$ cat src/cwm_pkg.sv
// constants shared by the complementary waveform mode logic
package cwm_pkg;

  // register byte offsets
  localparam logic [7:0] CWM_ADDR_CTRL  = 8'h00;
  localparam logic [7:0] CWM_ADDR_POL   = 8'h04;
  localparam logic [7:0] CWM_ADDR_STEER = 8'h08;
  localparam logic [7:0] CWM_ADDR_DEAD  = 8'h0C;
  localparam logic [7:0] CWM_ADDR_SHDN  = 8'h10;
  localparam logic [7:0] CWM_ADDR_STAT  = 8'h14;

  // control register fields
  localparam int CWM_CTRL_MODE_LSB = 0;
  localparam int CWM_CTRL_EN_BIT   = 7;

  // steering register fields
  localparam int CWM_STEER_LSB = 0;
  localparam int CWM_FIXED_LSB = 8;

  // dead time register fields
  localparam int CWM_DB_W        = 6;
  localparam int CWM_DB_RISE_LSB = 0;
  localparam int CWM_DB_FALL_LSB = 8;

  // shutdown register fields
  localparam int CWM_SHDN_SW_BIT  = 0;
  localparam int CWM_SHDN_ACT_BIT = 1;
  localparam int CWM_SHDN_AC_LSB  = 4;
  localparam int CWM_SHDN_BD_LSB  = 6;

  // status register fields
  localparam int CWM_STAT_OUT_LSB  = 0;
  localparam int CWM_STAT_PP_BIT   = 4;
  localparam int CWM_STAT_DIR_BIT  = 5;
  localparam int CWM_STAT_RISE_BIT = 6;
  localparam int CWM_STAT_FALL_BIT = 7;

  // reset values
  localparam logic [2:0] CWM_RST_MODE  = 3'h0;
  localparam logic [3:0] CWM_RST_POL   = 4'h0;
  localparam logic [3:0] CWM_RST_STEER = 4'h0;
  localparam logic [3:0] CWM_RST_FIXED = 4'h0;
  localparam logic [5:0] CWM_RST_DB    = 6'h00;
  localparam logic [1:0] CWM_RST_LVL   = 2'h0;

  // mode field encodings
  localparam logic [2:0] CWM_MODE_ASTEER = 3'h0;
  localparam logic [2:0] CWM_MODE_SSTEER = 3'h1;
  localparam logic [2:0] CWM_MODE_FWD    = 3'h2;
  localparam logic [2:0] CWM_MODE_REV    = 3'h3;
  localparam logic [2:0] CWM_MODE_HALF   = 3'h4;
  localparam logic [2:0] CWM_MODE_PUSH   = 3'h5;

  // shutdown override level encodings
  localparam logic [1:0] CWM_LVL_LOW0 = 2'h0;
  localparam logic [1:0] CWM_LVL_HIGH = 2'h1;
  localparam logic [1:0] CWM_LVL_HIZ  = 2'h2;

endpackage
$ cat src/cwm_core.sv
// complementary waveform mode logic with apb register slave
`timescale 1ns/100ps
`default_nettype none
// How it works
// - a three-bit mode field picks one of six output behaviours
// - one data input feeds four outputs; shutdown acts in every mode
// - half-bridge: A true, B inverted, with dead time, no steering
// - half-bridge: C and D mirror A and B with own polarity
// - push-pull: successive input pulses alternate between A and B
// - push-pull sequencer resets on disable or shutdown; first pulse on A
// - push-pull: C copies A and D copies B, each with own polarity
// - forward bridge: A active, B and C inactive, D modulated
// - reverse bridge: C active, A and D inactive, B modulated
// - lowest mode bit may toggle while enabled to change direction
// - direction change takes effect at next rising data edge
// - forward to reverse swaps A and C, idles D, modulates B after dead time
// - bridge dead time only at direction change, only on modulated output
// - steering: steer bit 0 holds fixed level, 1 follows the input
// - steering: polarity applies only to steered outputs
// - steering modes use no dead time
// - steering: shutdown overrides only steered outputs
// - synchronous steering: steer bits are synchronised, fixed levels applied directly
// - synchronous steering updates at next rising data edge
// - asynchronous steering updates right after the register write
// - polarity bit set means active high; overrides ignore polarity
// - two 6-bit dead time counters count module clock periods
// - reverse dead time delays B, forward dead time delays D
// - rising dead time delays A turn-on, falling delays B turn-on
module cwm_core
  import cwm_pkg::*;
(
  input  wire logic        CORE_CLK,
  input  wire logic        RST_N,
  input  wire logic        PSEL,
  input  wire logic        PENABLE,
  input  wire logic        PWRITE,
  input  wire logic [7:0]  PADDR,
  input  wire logic [31:0] PWDATA,
  output logic      [31:0] PRDATA,
  output logic             PREADY,
  output logic             PSLVERR,
  input  wire logic        DATA_IN,
  input  wire logic        SHUTDOWN_IN_N,
  output logic             WAVE_OUT_A,
  output logic             WAVE_OUT_B,
  output logic             WAVE_OUT_C,
  output logic             WAVE_OUT_D,
  output logic             WAVE_OE_A,
  output logic             WAVE_OE_B,
  output logic             WAVE_OE_C,
  output logic             WAVE_OE_D
);

  // software registers
  logic [2:0]          mode_reg;
  logic                en_reg;
  logic [3:0]          pol_reg;
  logic [3:0]          steer_reg;
  logic [3:0]          fixed_reg;
  logic [CWM_DB_W-1:0] db_rise_reg;
  logic [CWM_DB_W-1:0] db_fall_reg;
  logic                sw_shdn_reg;
  logic [1:0]          lvl_ac_reg;
  logic [1:0]          lvl_bd_reg;

  // block state
  logic                data_prev_reg;
  logic                shdn_prev_reg;
  logic [3:0]          steer_act_reg;
  logic                dir_reg;
  logic                pp_cur_b_reg;
  logic                pp_next_b_reg;
  logic [3:0]          out_reg;
  logic [3:0]          oe_reg;
  logic [3:0]          out_next;
  logic [3:0]          oe_next;

  // bus
  logic                wr_fire;
  logic                setup;
  logic [31:0]         rd_next;
  logic                err_next;

  // derived
  logic                data_rise;
  logic                data_fall;
  logic                shdn_active;
  logic                shdn_event;
  logic                is_steer;
  logic                is_bridge;
  logic                dir_switch;
  logic                dir_eff;
  logic [3:0]          steer_eff;
  logic                pp_cur_eff;
  logic                rise_start;
  logic                fall_start;
  logic                rise_done;
  logic                fall_done;
  logic [3:0]          act;
  logic [3:0]          fixed_use;
  logic [3:0]          shdn_mask;

  // pin level for an active or inactive drive under the given polarity
  function automatic logic pol_drive(input logic pol, input logic active);
    pol_drive = pol ? active : ~active;
  endfunction

  // override level to pin value; high-z releases the enable
  function automatic logic [1:0] lvl_pin(input logic [1:0] lvl);
    if (lvl == CWM_LVL_HIGH) begin
      lvl_pin = 2'b11;
    end else if (lvl == CWM_LVL_HIZ) begin
      lvl_pin = 2'b00;
    end else begin
      lvl_pin = 2'b10;
    end
  endfunction

  assign setup   = PSEL & ~PENABLE;
  assign wr_fire = PSEL & PENABLE & PREADY & PWRITE;

  assign data_rise   = DATA_IN & ~data_prev_reg;
  assign data_fall   = ~DATA_IN & data_prev_reg;
  assign shdn_active = sw_shdn_reg | ~SHUTDOWN_IN_N;
  assign shdn_event  = shdn_active & ~shdn_prev_reg;

  assign is_steer  = (mode_reg == CWM_MODE_ASTEER) |
                     (mode_reg == CWM_MODE_SSTEER);
  assign is_bridge = (mode_reg == CWM_MODE_FWD) | (mode_reg == CWM_MODE_REV);

  // direction is only sampled on a rising data edge
  assign dir_switch = en_reg & is_bridge & data_rise &
                      (mode_reg[0] != dir_reg);
  assign dir_eff    = dir_switch ? mode_reg[0] : dir_reg;

  // synchronous steering waits for the rising edge; asynchronous does not
  assign steer_eff = ((mode_reg == CWM_MODE_SSTEER) && !data_rise) ?
                     steer_act_reg : steer_reg;

  assign pp_cur_eff = data_rise ? pp_next_b_reg : pp_cur_b_reg;

  // dead time starts: half-bridge edges, or bridge direction switches
  always_comb begin
    rise_start = 1'b0;
    fall_start = 1'b0;
    if (mode_reg == CWM_MODE_HALF) begin
      rise_start = data_rise;
      fall_start = data_fall;
    end else if (is_bridge) begin
      rise_start = dir_switch & mode_reg[0];
      fall_start = dir_switch & ~mode_reg[0];
    end
  end

  cwm_deadband u_db_rise (
    .clk   (CORE_CLK),
    .rst_n (RST_N),
    .clear (~en_reg),
    .start (rise_start),
    .limit (db_rise_reg),
    .done  (rise_done)
  );

  cwm_deadband u_db_fall (
    .clk   (CORE_CLK),
    .rst_n (RST_N),
    .clear (~en_reg),
    .start (fall_start),
    .limit (db_fall_reg),
    .done  (fall_done)
  );

  // active-level of each output before polarity, per mode
  always_comb begin
    act       = 4'h0;
    fixed_use = 4'h0;
    shdn_mask = 4'hF;
    case (mode_reg)
      CWM_MODE_ASTEER, CWM_MODE_SSTEER: begin
        for (int i = 0; i < 4; i++) begin
          act[i]       = steer_eff[i] & DATA_IN;
          fixed_use[i] = ~steer_eff[i];
        end
        shdn_mask = steer_eff;
      end
      CWM_MODE_FWD, CWM_MODE_REV: begin
        act[0] = ~dir_eff;
        act[2] = dir_eff;
        act[1] = dir_eff & DATA_IN & rise_done;
        act[3] = ~dir_eff & DATA_IN & fall_done;
      end
      CWM_MODE_HALF: begin
        act[0] = DATA_IN & rise_done;
        act[1] = ~DATA_IN & fall_done;
        act[2] = act[0];
        act[3] = act[1];
      end
      CWM_MODE_PUSH: begin
        act[0] = DATA_IN & ~pp_cur_eff;
        act[1] = DATA_IN & pp_cur_eff;
        act[2] = act[0];
        act[3] = act[1];
      end
      default: begin
        act = 4'h0;
      end
    endcase
  end

  // pin levels: disable, then shutdown override, then fixed, then polarity
  always_comb begin
    logic [1:0] pin;
    pin      = 2'b00;
    out_next = 4'h0;
    oe_next  = 4'hF;
    for (int i = 0; i < 4; i++) begin
      pin = lvl_pin((i == 0 || i == 2) ? lvl_ac_reg : lvl_bd_reg);
      if (!en_reg) begin
        out_next[i] = pol_drive(pol_reg[i], 1'b0);
      end else if (shdn_active && shdn_mask[i]) begin
        out_next[i] = pin[0];
        oe_next[i]  = pin[1];
      end else if (fixed_use[i]) begin
        out_next[i] = fixed_reg[i];
      end else begin
        out_next[i] = pol_drive(pol_reg[i], act[i]);
      end
    end
  end

  always_ff @(posedge CORE_CLK or negedge RST_N) begin
    if (!RST_N) begin
      out_reg <= 4'h0;
      oe_reg  <= 4'h0;
    end else begin
      out_reg <= out_next;
      oe_reg  <= oe_next;
    end
  end

  assign WAVE_OUT_A = out_reg[0];
  assign WAVE_OUT_B = out_reg[1];
  assign WAVE_OUT_C = out_reg[2];
  assign WAVE_OUT_D = out_reg[3];
  assign WAVE_OE_A  = oe_reg[0];
  assign WAVE_OE_B  = oe_reg[1];
  assign WAVE_OE_C  = oe_reg[2];
  assign WAVE_OE_D  = oe_reg[3];

  // edge history of the data and shutdown inputs
  always_ff @(posedge CORE_CLK or negedge RST_N) begin
    if (!RST_N) begin
      data_prev_reg <= 1'b0;
      shdn_prev_reg <= 1'b0;
    end else begin
      data_prev_reg <= DATA_IN;
      shdn_prev_reg <= shdn_active;
    end
  end

  // applied steer bits; fixed levels bypass this stage
  always_ff @(posedge CORE_CLK or negedge RST_N) begin
    if (!RST_N) begin
      steer_act_reg <= CWM_RST_STEER;
    end else begin
      steer_act_reg <= steer_eff;
    end
  end

  // bridge direction follows the mode bit when not running a bridge
  always_ff @(posedge CORE_CLK or negedge RST_N) begin
    if (!RST_N) begin
      dir_reg <= 1'b0;
    end else if (!en_reg || !is_bridge) begin
      dir_reg <= mode_reg[0];
    end else if (dir_switch) begin
      dir_reg <= mode_reg[0];
    end
  end

  // push-pull sequencer; a shutdown event restarts it on output A
  always_ff @(posedge CORE_CLK or negedge RST_N) begin
    if (!RST_N) begin
      pp_cur_b_reg  <= 1'b0;
      pp_next_b_reg <= 1'b0;
    end else if (!en_reg || shdn_event) begin
      pp_cur_b_reg  <= 1'b0;
      pp_next_b_reg <= 1'b0;
    end else if (data_rise) begin
      pp_cur_b_reg  <= pp_next_b_reg;
      pp_next_b_reg <= ~pp_next_b_reg;
    end
  end

  // control and polarity registers
  always_ff @(posedge CORE_CLK or negedge RST_N) begin
    if (!RST_N) begin
      mode_reg <= CWM_RST_MODE;
      en_reg   <= 1'b0;
      pol_reg  <= CWM_RST_POL;
    end else if (wr_fire && PADDR == CWM_ADDR_CTRL) begin
      mode_reg <= PWDATA[CWM_CTRL_MODE_LSB +: 3];
      en_reg   <= PWDATA[CWM_CTRL_EN_BIT];
    end else if (wr_fire && PADDR == CWM_ADDR_POL) begin
      pol_reg  <= PWDATA[3:0];
    end
  end

  // steering and dead time registers
  always_ff @(posedge CORE_CLK or negedge RST_N) begin
    if (!RST_N) begin
      steer_reg   <= CWM_RST_STEER;
      fixed_reg   <= CWM_RST_FIXED;
      db_rise_reg <= CWM_RST_DB;
      db_fall_reg <= CWM_RST_DB;
    end else if (wr_fire && PADDR == CWM_ADDR_STEER) begin
      steer_reg   <= PWDATA[CWM_STEER_LSB +: 4];
      fixed_reg   <= PWDATA[CWM_FIXED_LSB +: 4];
    end else if (wr_fire && PADDR == CWM_ADDR_DEAD) begin
      db_rise_reg <= PWDATA[CWM_DB_RISE_LSB +: CWM_DB_W];
      db_fall_reg <= PWDATA[CWM_DB_FALL_LSB +: CWM_DB_W];
    end
  end

  // shutdown register; the software bit is only ever set by software
  always_ff @(posedge CORE_CLK or negedge RST_N) begin
    if (!RST_N) begin
      sw_shdn_reg <= 1'b0;
      lvl_ac_reg  <= CWM_RST_LVL;
      lvl_bd_reg  <= CWM_RST_LVL;
    end else if (wr_fire && PADDR == CWM_ADDR_SHDN) begin
      sw_shdn_reg <= PWDATA[CWM_SHDN_SW_BIT];
      lvl_ac_reg  <= PWDATA[CWM_SHDN_AC_LSB +: 2];
      lvl_bd_reg  <= PWDATA[CWM_SHDN_BD_LSB +: 2];
    end
  end

  // read mux, evaluated in the setup cycle
  always_comb begin
    rd_next  = 32'h0000_0000;
    err_next = 1'b0;
    if (PADDR == CWM_ADDR_CTRL) begin
      rd_next[CWM_CTRL_MODE_LSB +: 3] = mode_reg;
      rd_next[CWM_CTRL_EN_BIT]        = en_reg;
    end else if (PADDR == CWM_ADDR_POL) begin
      rd_next[3:0] = pol_reg;
    end else if (PADDR == CWM_ADDR_STEER) begin
      rd_next[CWM_STEER_LSB +: 4] = steer_reg;
      rd_next[CWM_FIXED_LSB +: 4] = fixed_reg;
    end else if (PADDR == CWM_ADDR_DEAD) begin
      rd_next[CWM_DB_RISE_LSB +: CWM_DB_W] = db_rise_reg;
      rd_next[CWM_DB_FALL_LSB +: CWM_DB_W] = db_fall_reg;
    end else if (PADDR == CWM_ADDR_SHDN) begin
      rd_next[CWM_SHDN_SW_BIT]       = sw_shdn_reg;
      rd_next[CWM_SHDN_ACT_BIT]      = shdn_active;
      rd_next[CWM_SHDN_AC_LSB +: 2]  = lvl_ac_reg;
      rd_next[CWM_SHDN_BD_LSB +: 2]  = lvl_bd_reg;
    end else if (PADDR == CWM_ADDR_STAT) begin
      rd_next[CWM_STAT_OUT_LSB +: 4] = out_reg;
      rd_next[CWM_STAT_PP_BIT]       = pp_next_b_reg;
      rd_next[CWM_STAT_DIR_BIT]      = dir_reg;
      rd_next[CWM_STAT_RISE_BIT]     = rise_done;
      rd_next[CWM_STAT_FALL_BIT]     = fall_done;
    end else begin
      err_next = 1'b1;
    end
  end

  // no wait state; the bus answer is registered at the end of the setup cycle
  always_ff @(posedge CORE_CLK or negedge RST_N) begin
    if (!RST_N) begin
      PREADY  <= 1'b0;
      PRDATA  <= 32'h0000_0000;
      PSLVERR <= 1'b0;
    end else if (setup) begin
      PREADY  <= 1'b1;
      PRDATA  <= PWRITE ? 32'h0000_0000 : rd_next;
      PSLVERR <= err_next;
    end else begin
      PREADY  <= 1'b0;
      PSLVERR <= 1'b0;
    end
  end

endmodule
`default_nettype wire

$ cat src/cwm_deadband.sv
// dead time counter: counts clock periods from a start pulse up to a limit
`timescale 1ns/100ps
`default_nettype none
module cwm_deadband
  import cwm_pkg::*;
(
  input  wire logic                clk,
  input  wire logic                rst_n,
  input  wire logic                clear,
  input  wire logic                start,
  input  wire logic [CWM_DB_W-1:0] limit,
  output logic                     done
);

  logic [CWM_DB_W-1:0] cnt_reg;
  logic                run_reg;
  logic [CWM_DB_W-1:0] cnt_inc;

  assign cnt_inc = cnt_reg + 6'h01;
  // a zero limit means no dead time, so done stays high through the start
  assign done = ~run_reg & ~(start & (limit != 6'h00));

  always_ff @(posedge clk or negedge rst_n) begin
    if (!rst_n) begin
      cnt_reg <= 6'h00;
      run_reg <= 1'b0;
    end else if (clear) begin
      cnt_reg <= 6'h00;
      run_reg <= 1'b0;
    end else if (start) begin
      cnt_reg <= 6'h00;
      run_reg <= (limit != 6'h00);
    end else if (run_reg) begin
      cnt_reg <= cnt_inc;
      if (cnt_inc == limit) begin
        run_reg <= 1'b0;
      end
    end
  end

endmodule
`default_nettype wire

$ cat config.mk
export PLATFORM = sky130hd
export DESIGN_NAME = cwm_core
export DESIGN_NICKNAME = d
export VERILOG_FILES = /design/src/cwm_pkg.sv /design/src/cwm_core.sv /design/src/cwm_deadband.sv
export SDC_FILE = /design/constraint.sdc
export NUM_CORES = 1
export LEC_CHECK = 0
export BUFFER_PORTS_ARGS = -buffer_cell sky130_fd_sc_hd__buf_2
export CAP_MARGIN = 20
export CORE_MARGIN = 2
export CORE_UTILIZATION = 56
export DETAILED_ROUTE_END_ITERATION = 6
export PLACE_DENSITY = 0.89
export SLEW_MARGIN = 5
export SYNTH_ARGS = -nofsm -noshare
export SYNTH_HDL_FRONTEND = slang
export SYNTH_SLANG_ARGS = --single-unit
$ cat constraint.sdc
create_clock -name CORE_CLK -period 2.7 [get_ports CORE_CLK]
set_input_delay 0.405 -clock CORE_CLK [delete_from_list [all_inputs] [get_ports CORE_CLK]]
set_output_delay 0.405 -clock CORE_CLK [all_outputs]
set_load 0.02 [all_outputs]
# Word level (Yosys, flattened, before mapping)
# Cells that the tools add are included.
word_totals:
  ff_bits: 98
  in_bits: 47
  out_inout_bits: 42
classes:
  addsub: 2
  eq_ne: 19
  mux: 91
  n_bitwise: 53
  reduce_logical: 24
op_table:
  columns: ["operator", "count"]
  rows:
  - ["1-bit 2-to-1 mux", 55]
  - ["6-bit 2-to-1 mux", 9]
  - ["8-bit 2-to-1 mux", 6]
  - ["4-bit 2-to-1 mux", 9]
  - ["1-bit AND", 28]
  - ["1-bit inverter", 23]
  - ["8-bit by 4-bit == test with 1-bit output (second input constant)", 2]
  - ["8-bit by 5-bit == test with 1-bit output (second input constant)", 2]
  - ["2-bit 2-to-1 mux", 8]
  - ["4-bit one-hot mux with 4 select lines", 1]
  - ["14-bit 2-to-1 mux", 1]
  - ["6-bit by 1-bit adder with 6-bit output (second input constant)", 2]
  - ["6-bit == test", 2]
  - ["6-bit nonzero test", 2]
  - ["1-bit logical AND", 10]
  - ["10-bit 2-to-1 mux", 1]
  - ["8-bit by 3-bit == test with 1-bit output (second input constant)", 1]
  - ["8-bit logical NOT", 1]
  - ["3-bit by 2-bit == test with 1-bit output (second input constant)", 2]
  - ["3-bit == test (second input constant)", 2]
  - ["3-bit by 1-bit != test with 1-bit output (second input constant)", 2]
  - ["2-bit by 1-bit == test with 1-bit output (second input constant)", 2]
  - ["2-bit == test (second input constant)", 2]
  - ["2-bit AND reduction", 2]
  - ["other kinds (9)", 14]

# Depth between registers and ports, before layout
depth:
  ltp_word: 23
  depth_mapped: 8
  ltp_nobuf: 7

# Cells and area by module
# From an unflattened synthesis, not the netlist that was laid out.
hier_totals:
  hier_cells: 460
  hier_area_um2: 4679.5
by_module_without_submodules:
  columns: ["module", "n_inst", "cells_per_inst", "area_per_inst_um2"]
  rows:
  - ["cwm_core", 1, 352, 3693.5]
  - ["cwm_deadband", 2, 54, 493.0]

# Worst setup path after synthesis
# OpenSTA, ideal clock, no wires.
synth_path:
  path_type: "input -> register"
  from: "input PADDR[5]"
  to: "register mode_reg[0]"
  t_arrival_ns: 2.020
  t_required_ns: 2.575
  setup_slack_ns: 0.555
  path_stages: 7
  path_buffers: 1
  path_cell_list: "nor4_1 nand2b_1 buf_6 or2_4 or3_1 nor2_2 mux2_2"
synth_between:
  elab_chain_len: 2
synth_lines:
  columns: ["element", "line_no", "text"]
  rows:
  - ["from (decl)", "cwm_core.sv:37", "input wire logic [7:0] PADDR,"]
  - ["8-bit logical NOT", "cwm_core.sv:301", "end else if (wr_fire && PADDR == CWM_ADDR_CTRL) begin"]
  - ["1-bit logical AND", "cwm_core.sv:301", null]
  - ["to (signal assigned)", "cwm_core.sv:302", "mode_reg <= PWDATA[CWM_CTRL_MODE_LSB +: 3];"]
  - ["to (decl)", "cwm_core.sv:55", "logic [2:0] mode_reg;"]
# Every way passes these cells.
# A chain may end at the register's enable or synchronous reset.

# Worst setup path after layout
layout_path:
  from: "register mode_reg[0]"
  to: "register out_reg[3]"
layout_between:
  elab_chain_len: 18
  elab_cells_between_ends: 38
layout_lines:
  columns: ["element", "line_no", "text"]
  rows:
  - ["3-bit by 2-bit == test with 1-bit output", "cwm_core.sv:129, cwm_core.sv:178", null]
  - ["1-bit bitwise OR", "cwm_core.sv:129", "assign is_bridge = (mode_reg == CWM_MODE_FWD) | (mode_reg == CWM_MODE_REV);"]
  - ["1-bit AND (3 in series)", "cwm_core.sv:132", "assign dir_switch = en_reg & is_bridge & data_rise &"]
  - ["1-bit AND", "cwm_core.sv:151", "fall_start = dir_switch & ~mode_reg[0];"]
  - ["1-bit 2-to-1 mux", "cwm_core.sv:149", "end else if (is_bridge) begin"]
  - ["1-bit 2-to-1 mux", "cwm_core.sv:146", "if (mode_reg == CWM_MODE_HALF) begin"]
  - ["1-bit AND", "cwm_deadband.sv:21", "assign done = ~run_reg & ~(start & (limit != 6'h00));"]
  - ["1-bit inverter", "cwm_deadband.sv:21", null]
  - ["1-bit AND", "cwm_deadband.sv:21", null]
  - ["1-bit AND, on equally long branches", "cwm_core.sv:194, cwm_core.sv:190", null]
  - ["4-bit one-hot mux with 4 select lines", "cwm_core.sv:178", "case (mode_reg)"]
  - ["1-bit inverter", "cwm_core.sv:105", "pol_drive = pol ? active : ~active;"]
  - ["1-bit 2-to-1 mux", "cwm_core.sv:105", null]
  - ["1-bit 2-to-1 mux", "cwm_core.sv:223", "end else if (fixed_use[i]) begin"]
  - ["1-bit 2-to-1 mux *", "cwm_core.sv:220", "end else if (shdn_active && shdn_mask[i]) begin"]
  - ["1-bit 2-to-1 mux *", "cwm_core.sv:218", "if (!en_reg) begin"]
  - ["net out_next[3]", "cwm_core.sv:75", "logic [3:0] out_next;"]
  - ["to (signal assigned)", "cwm_core.sv:236", "out_reg <= out_next;"]
  - ["to (decl)", "cwm_core.sv:73", "logic [3:0] out_reg;"]
# Mark *: on every way through the listed nets, which the timed path passes. The rest lies on a longest branch.

==> metrics.md <==
| Metric | Value |
|---|---|
| Status | `finished, final reports clean` |
| Initial core utilization | `58.4%` |
| Iter 0 DRT Violations | `405` |
| RSZ-0062 raised after global routing | `no` |
| Seq/Total Area, Yosys | `44.2%` |
| Area growth, synth to finish | `11.6%` |
| Non-Filler Instances | `610` |
| Met2 GRT Util | `43.8%` |
| DR DRC count | `0` |
| Global-route wire length before repair | `18.2 mm` |
| Vias post-DR | `3833` |
| Tcrit/Tclk final | `86.3%` |
| Critical Path Fanout Max | `22` |
| Clk_skew | `8.38 ps` |
| Tmin final | `2330 ps` |
| Final setup viols | `0` |
| Yosys reg bits | `80` |
| Compound-Gate Fraction of Synth Area | `12.7%` |
| Num CTS Buffers | `9` |
| Syn Std Cell Area | `4530 µm²` |
| GR Util met1 | `35.7%` |
| Largest family of logic cells by synthesized area | `simple AND/OR/NAND/NOR gates` |
| Synth Area per Inst | `10.1 µm²` |
| P per Cell Area | `450 nW/µm²` |
| Achievable Freq | `0.429 GHz` |
| Clock power frac | `39.7%` |
| CTS clock-pin slew for the worst setup and hold paths | `80 ps` |
| CP Capture Type | `flop` |
| Core footprint | `7770 µm²` |
| Biggest register | `PRDATA` |
| P_leak | `2.29 nW` |
| Simple-gate share of the synthesized area | `18.2%` |
| Max reg flops | `14` |
| Clk_lat worst skew | `360 ps` |
| Clock sink total | `80` |
| Total global routing overflow | `0` |
| Critical-path top delay cell | `dfrtp_1` |
| Diode count | `0` |
| Final Hold Vio Count | `0` |
| Clk root buf | `clkbuf_8` |
| VDD IR max | `0.000286 V` |
| GPL Wtd Cong | `0.913` |
| Post-synthesis adder-cell area fraction | `0.552%` |
| Worst EP arrival | `2620 ps` |
| Synth Area in XOR/XNOR | `4.64%` |
| DR WL/cell | `18.7 µm` |
| Max-cap violations | `0` |
| GRT Max-Usage Layer | `met2` |
| HP Class | `primary input to flop` |
| Fin. max-slew vios | `0` |
| Crit Path Category | `flop to flop` |
| Area contributors post-synth | `dfrtp_1 44%, mux2_2 9.2%, nand2_1 3.2%, buf_4 3.1%, nor2_1 2.8%` |
| CP required | `2990 ps` |
| Mux cell area share after synthesis | `13.4%` |
| First-pass DRT Iterations | `5` |
| CP cell instances | `inv_1, o21ai_0, nand2_1, a311o_1, a311o_1, a2bb2oi_2` |
| Die W | `94.0 µm` |
| DR vias/cell | `6.28` |
| Largest net degree at the start of global routing | `81` |
| H-tree Lvls | `3` |
| Total die area | `8830 µm²` |
| Yosys top cell area share | `44.2%` |
| Clock Path Buffers | `2` |
| Synth Flop Type | `dfrtp_1` |
| IO buf count | `52` |
| Core Rows | `32` |
| HPWL Detailed | `8.15 mm` |
| Switching power | `0.566 mW` |
| Sw Share | `24.9%` |
| Cell Int Power | `1.71 mW` |
| Dpl cells | `592` |
| Sequential share of power | `53.2%` |
| Global-route usage over all layers | `27.2%` |
| Post-Syn Instances | `451` |
| Comb pwr share | `7.1%` |
| CP dominant cell by count | `a311o_1` |
| Worst slew pin tran | `645 ps` |
| Share of post-route cells with drive strength above 1 | `25.0%` |
| Num ports | `89` |
| Post-synth EDFFs | `0` |
| Unique masters post-synth | `65` |
| Power Total | `2.27 mW` |
| Initial antenna violation count | `0` |
| Die height | `94.0 µm` |
| GRT met3 Usage | `5.46%` |
| Synth area leader | `dfrtp_1` |
| Fin Setup TNS | `0 ps` |
| Startpoint types | `flop` |
| Worst relative slew slack | `57.0%` |
| TritonCTS clock tree | `done` |
| Yosys warns | `0` |
| Synth async-reset ratio | `100%` |
| Crit-path max cell delay | `760 ps` |
| Final WL | `11.4 mm` |
| Net count reported at finish | `552` |
| Vias in the first global route | `3599` |
| Hold WS | `275 ps` |
| Post-route ant nets | `0` |
metrics by stage:
step,worst slack (ps),instance area (µm²),util [%]
floorplan,555,4600,-
global placement,403,4820,62.1
detailed placement,367,4820,62.1
CTS,383,5020,64.6
global route,206,5060,65.1
finish,369,5060,65.1
final timing paths:
kind | from | end | slack, ps | cells after the start
min in group asynchronous | RST_N | oe_reg[3]$_DFF_PN0_ | 410 | 2
setup / recovery | mode_reg[0]$_DFFE_PN0P_ | out_reg[3]$_DFF_PN0_ | 370 | 6
hold reg to reg | PRDATA[11]$_DFFE_PN0P_ | PRDATA[11]$_DFFE_PN0P_ | 480 | 2
hold / removal | PWDATA[13] | db_fall_reg[5]$_DFFE_PN0P_ | 280 | 2
setup reg to reg | mode_reg[0]$_DFFE_PN0P_ | out_reg[3]$_DFF_PN0_ | 370 | 6
max in group asynchronous | RST_N | fixed_reg[3]$_DFFE_PN0P_ | 1700 | 3
area by class of cell:
| cell class | count | area [µm²] |
|---|---|---|
| fillers | 626 | 2710 |
| multi-input cells | 339 | 2310 |
| flip-flops and latches | 80 | 2000 |
| repair buffers | 66 | 390 |
| clock buffers | 12 | 145 |
| well taps | 102 | 128 |
| clock inverters | 4 | 53.8 |
| inverters | 7 | 26.3 |
power by group through the flow:
stage	sequential (mW)	clock [mW]	combinational, mW
floorplan	1.23	0	0.0990
global placement	1.23	0	0.148
detailed placement	1.23	0	0.152
CTS	1.21	0.912	0.152
global route	1.21	0.967	0.176
finish	1.21	0.903	0.161
synthesized netlist by cell type (all sizes together) (3+ instances only):
| cell | number |
|---|---|
| a211oi | 5 |
| a21oi | 9 |
| a22oi | 3 |
| a2bb2oi | 3 |
| a31oi | 8 |
| a32o | 4 |
| and3 | 3 |
| buf | 27 |
| clkbuf | 15 |
| dfrtp | 80 |
| inv | 7 |
| mux2 | 42 |
| mux2i | 12 |
| nand2 | 39 |
| nand2b | 9 |
| nand3 | 18 |
| nand3b | 4 |
| nand4 | 8 |
| nor2 | 37 |
| nor2b | 7 |
| nor3 | 10 |
| nor3b | 5 |
| nor4 | 4 |
| o211ai | 5 |
| o21ai | 21 |
| or3 | 3 |
| or4 | 4 |
| xnor2 | 12 |
| xor2 | 12 |
cells in the final DEF, fill, tap and decap left out, types with 13 or more instances in the layout:
master / n
nand3_1: 18
dfrtp_1: 80
o21ai_0: 20
nor2_1: 34
buf_2: 51
mux2_2: 37
nand2_1: 39
buf_4: 13
conb_1: 18
timing repair:
action | 4_1_cts | 5_1_grt
setup buffers | 0 | 0
gates resized for setup | 0 | 0
hold buffers | 0 | 1
hold endpoints to repair | 0 | 8
metal layers:
layer / vias up / wire [µm]
met4: 0 / 310
met3: 27 / 1030
li1: 1707 / -
met2: 206 / 5440
met1: 1893 / 4630
met5: - / 0
worst max-delay path, delay by kind of cell, from the launching register on:
family                 cells  cell delay (ps)
AOI/OAI and AO/OA          4             1090
buffers and inverters      1              290
DFF                        1              760
and+or+nand+nor            1              110
kinds of logic (layout without fill, tap and decap cells):
family | Yosys count | after routing
xor gates and xnor gates | 24 | 24
buffers and inverters | 49 | 89
DFF | 80 | 80
muxes | 54 | 54
adders and majority gates | 2 | 2
and+or+nand+nor | 160 | 160
AOI/OAI and AO/OA | 81 | 81
other | 1 | 18
(Power assumes the default switching activity.)
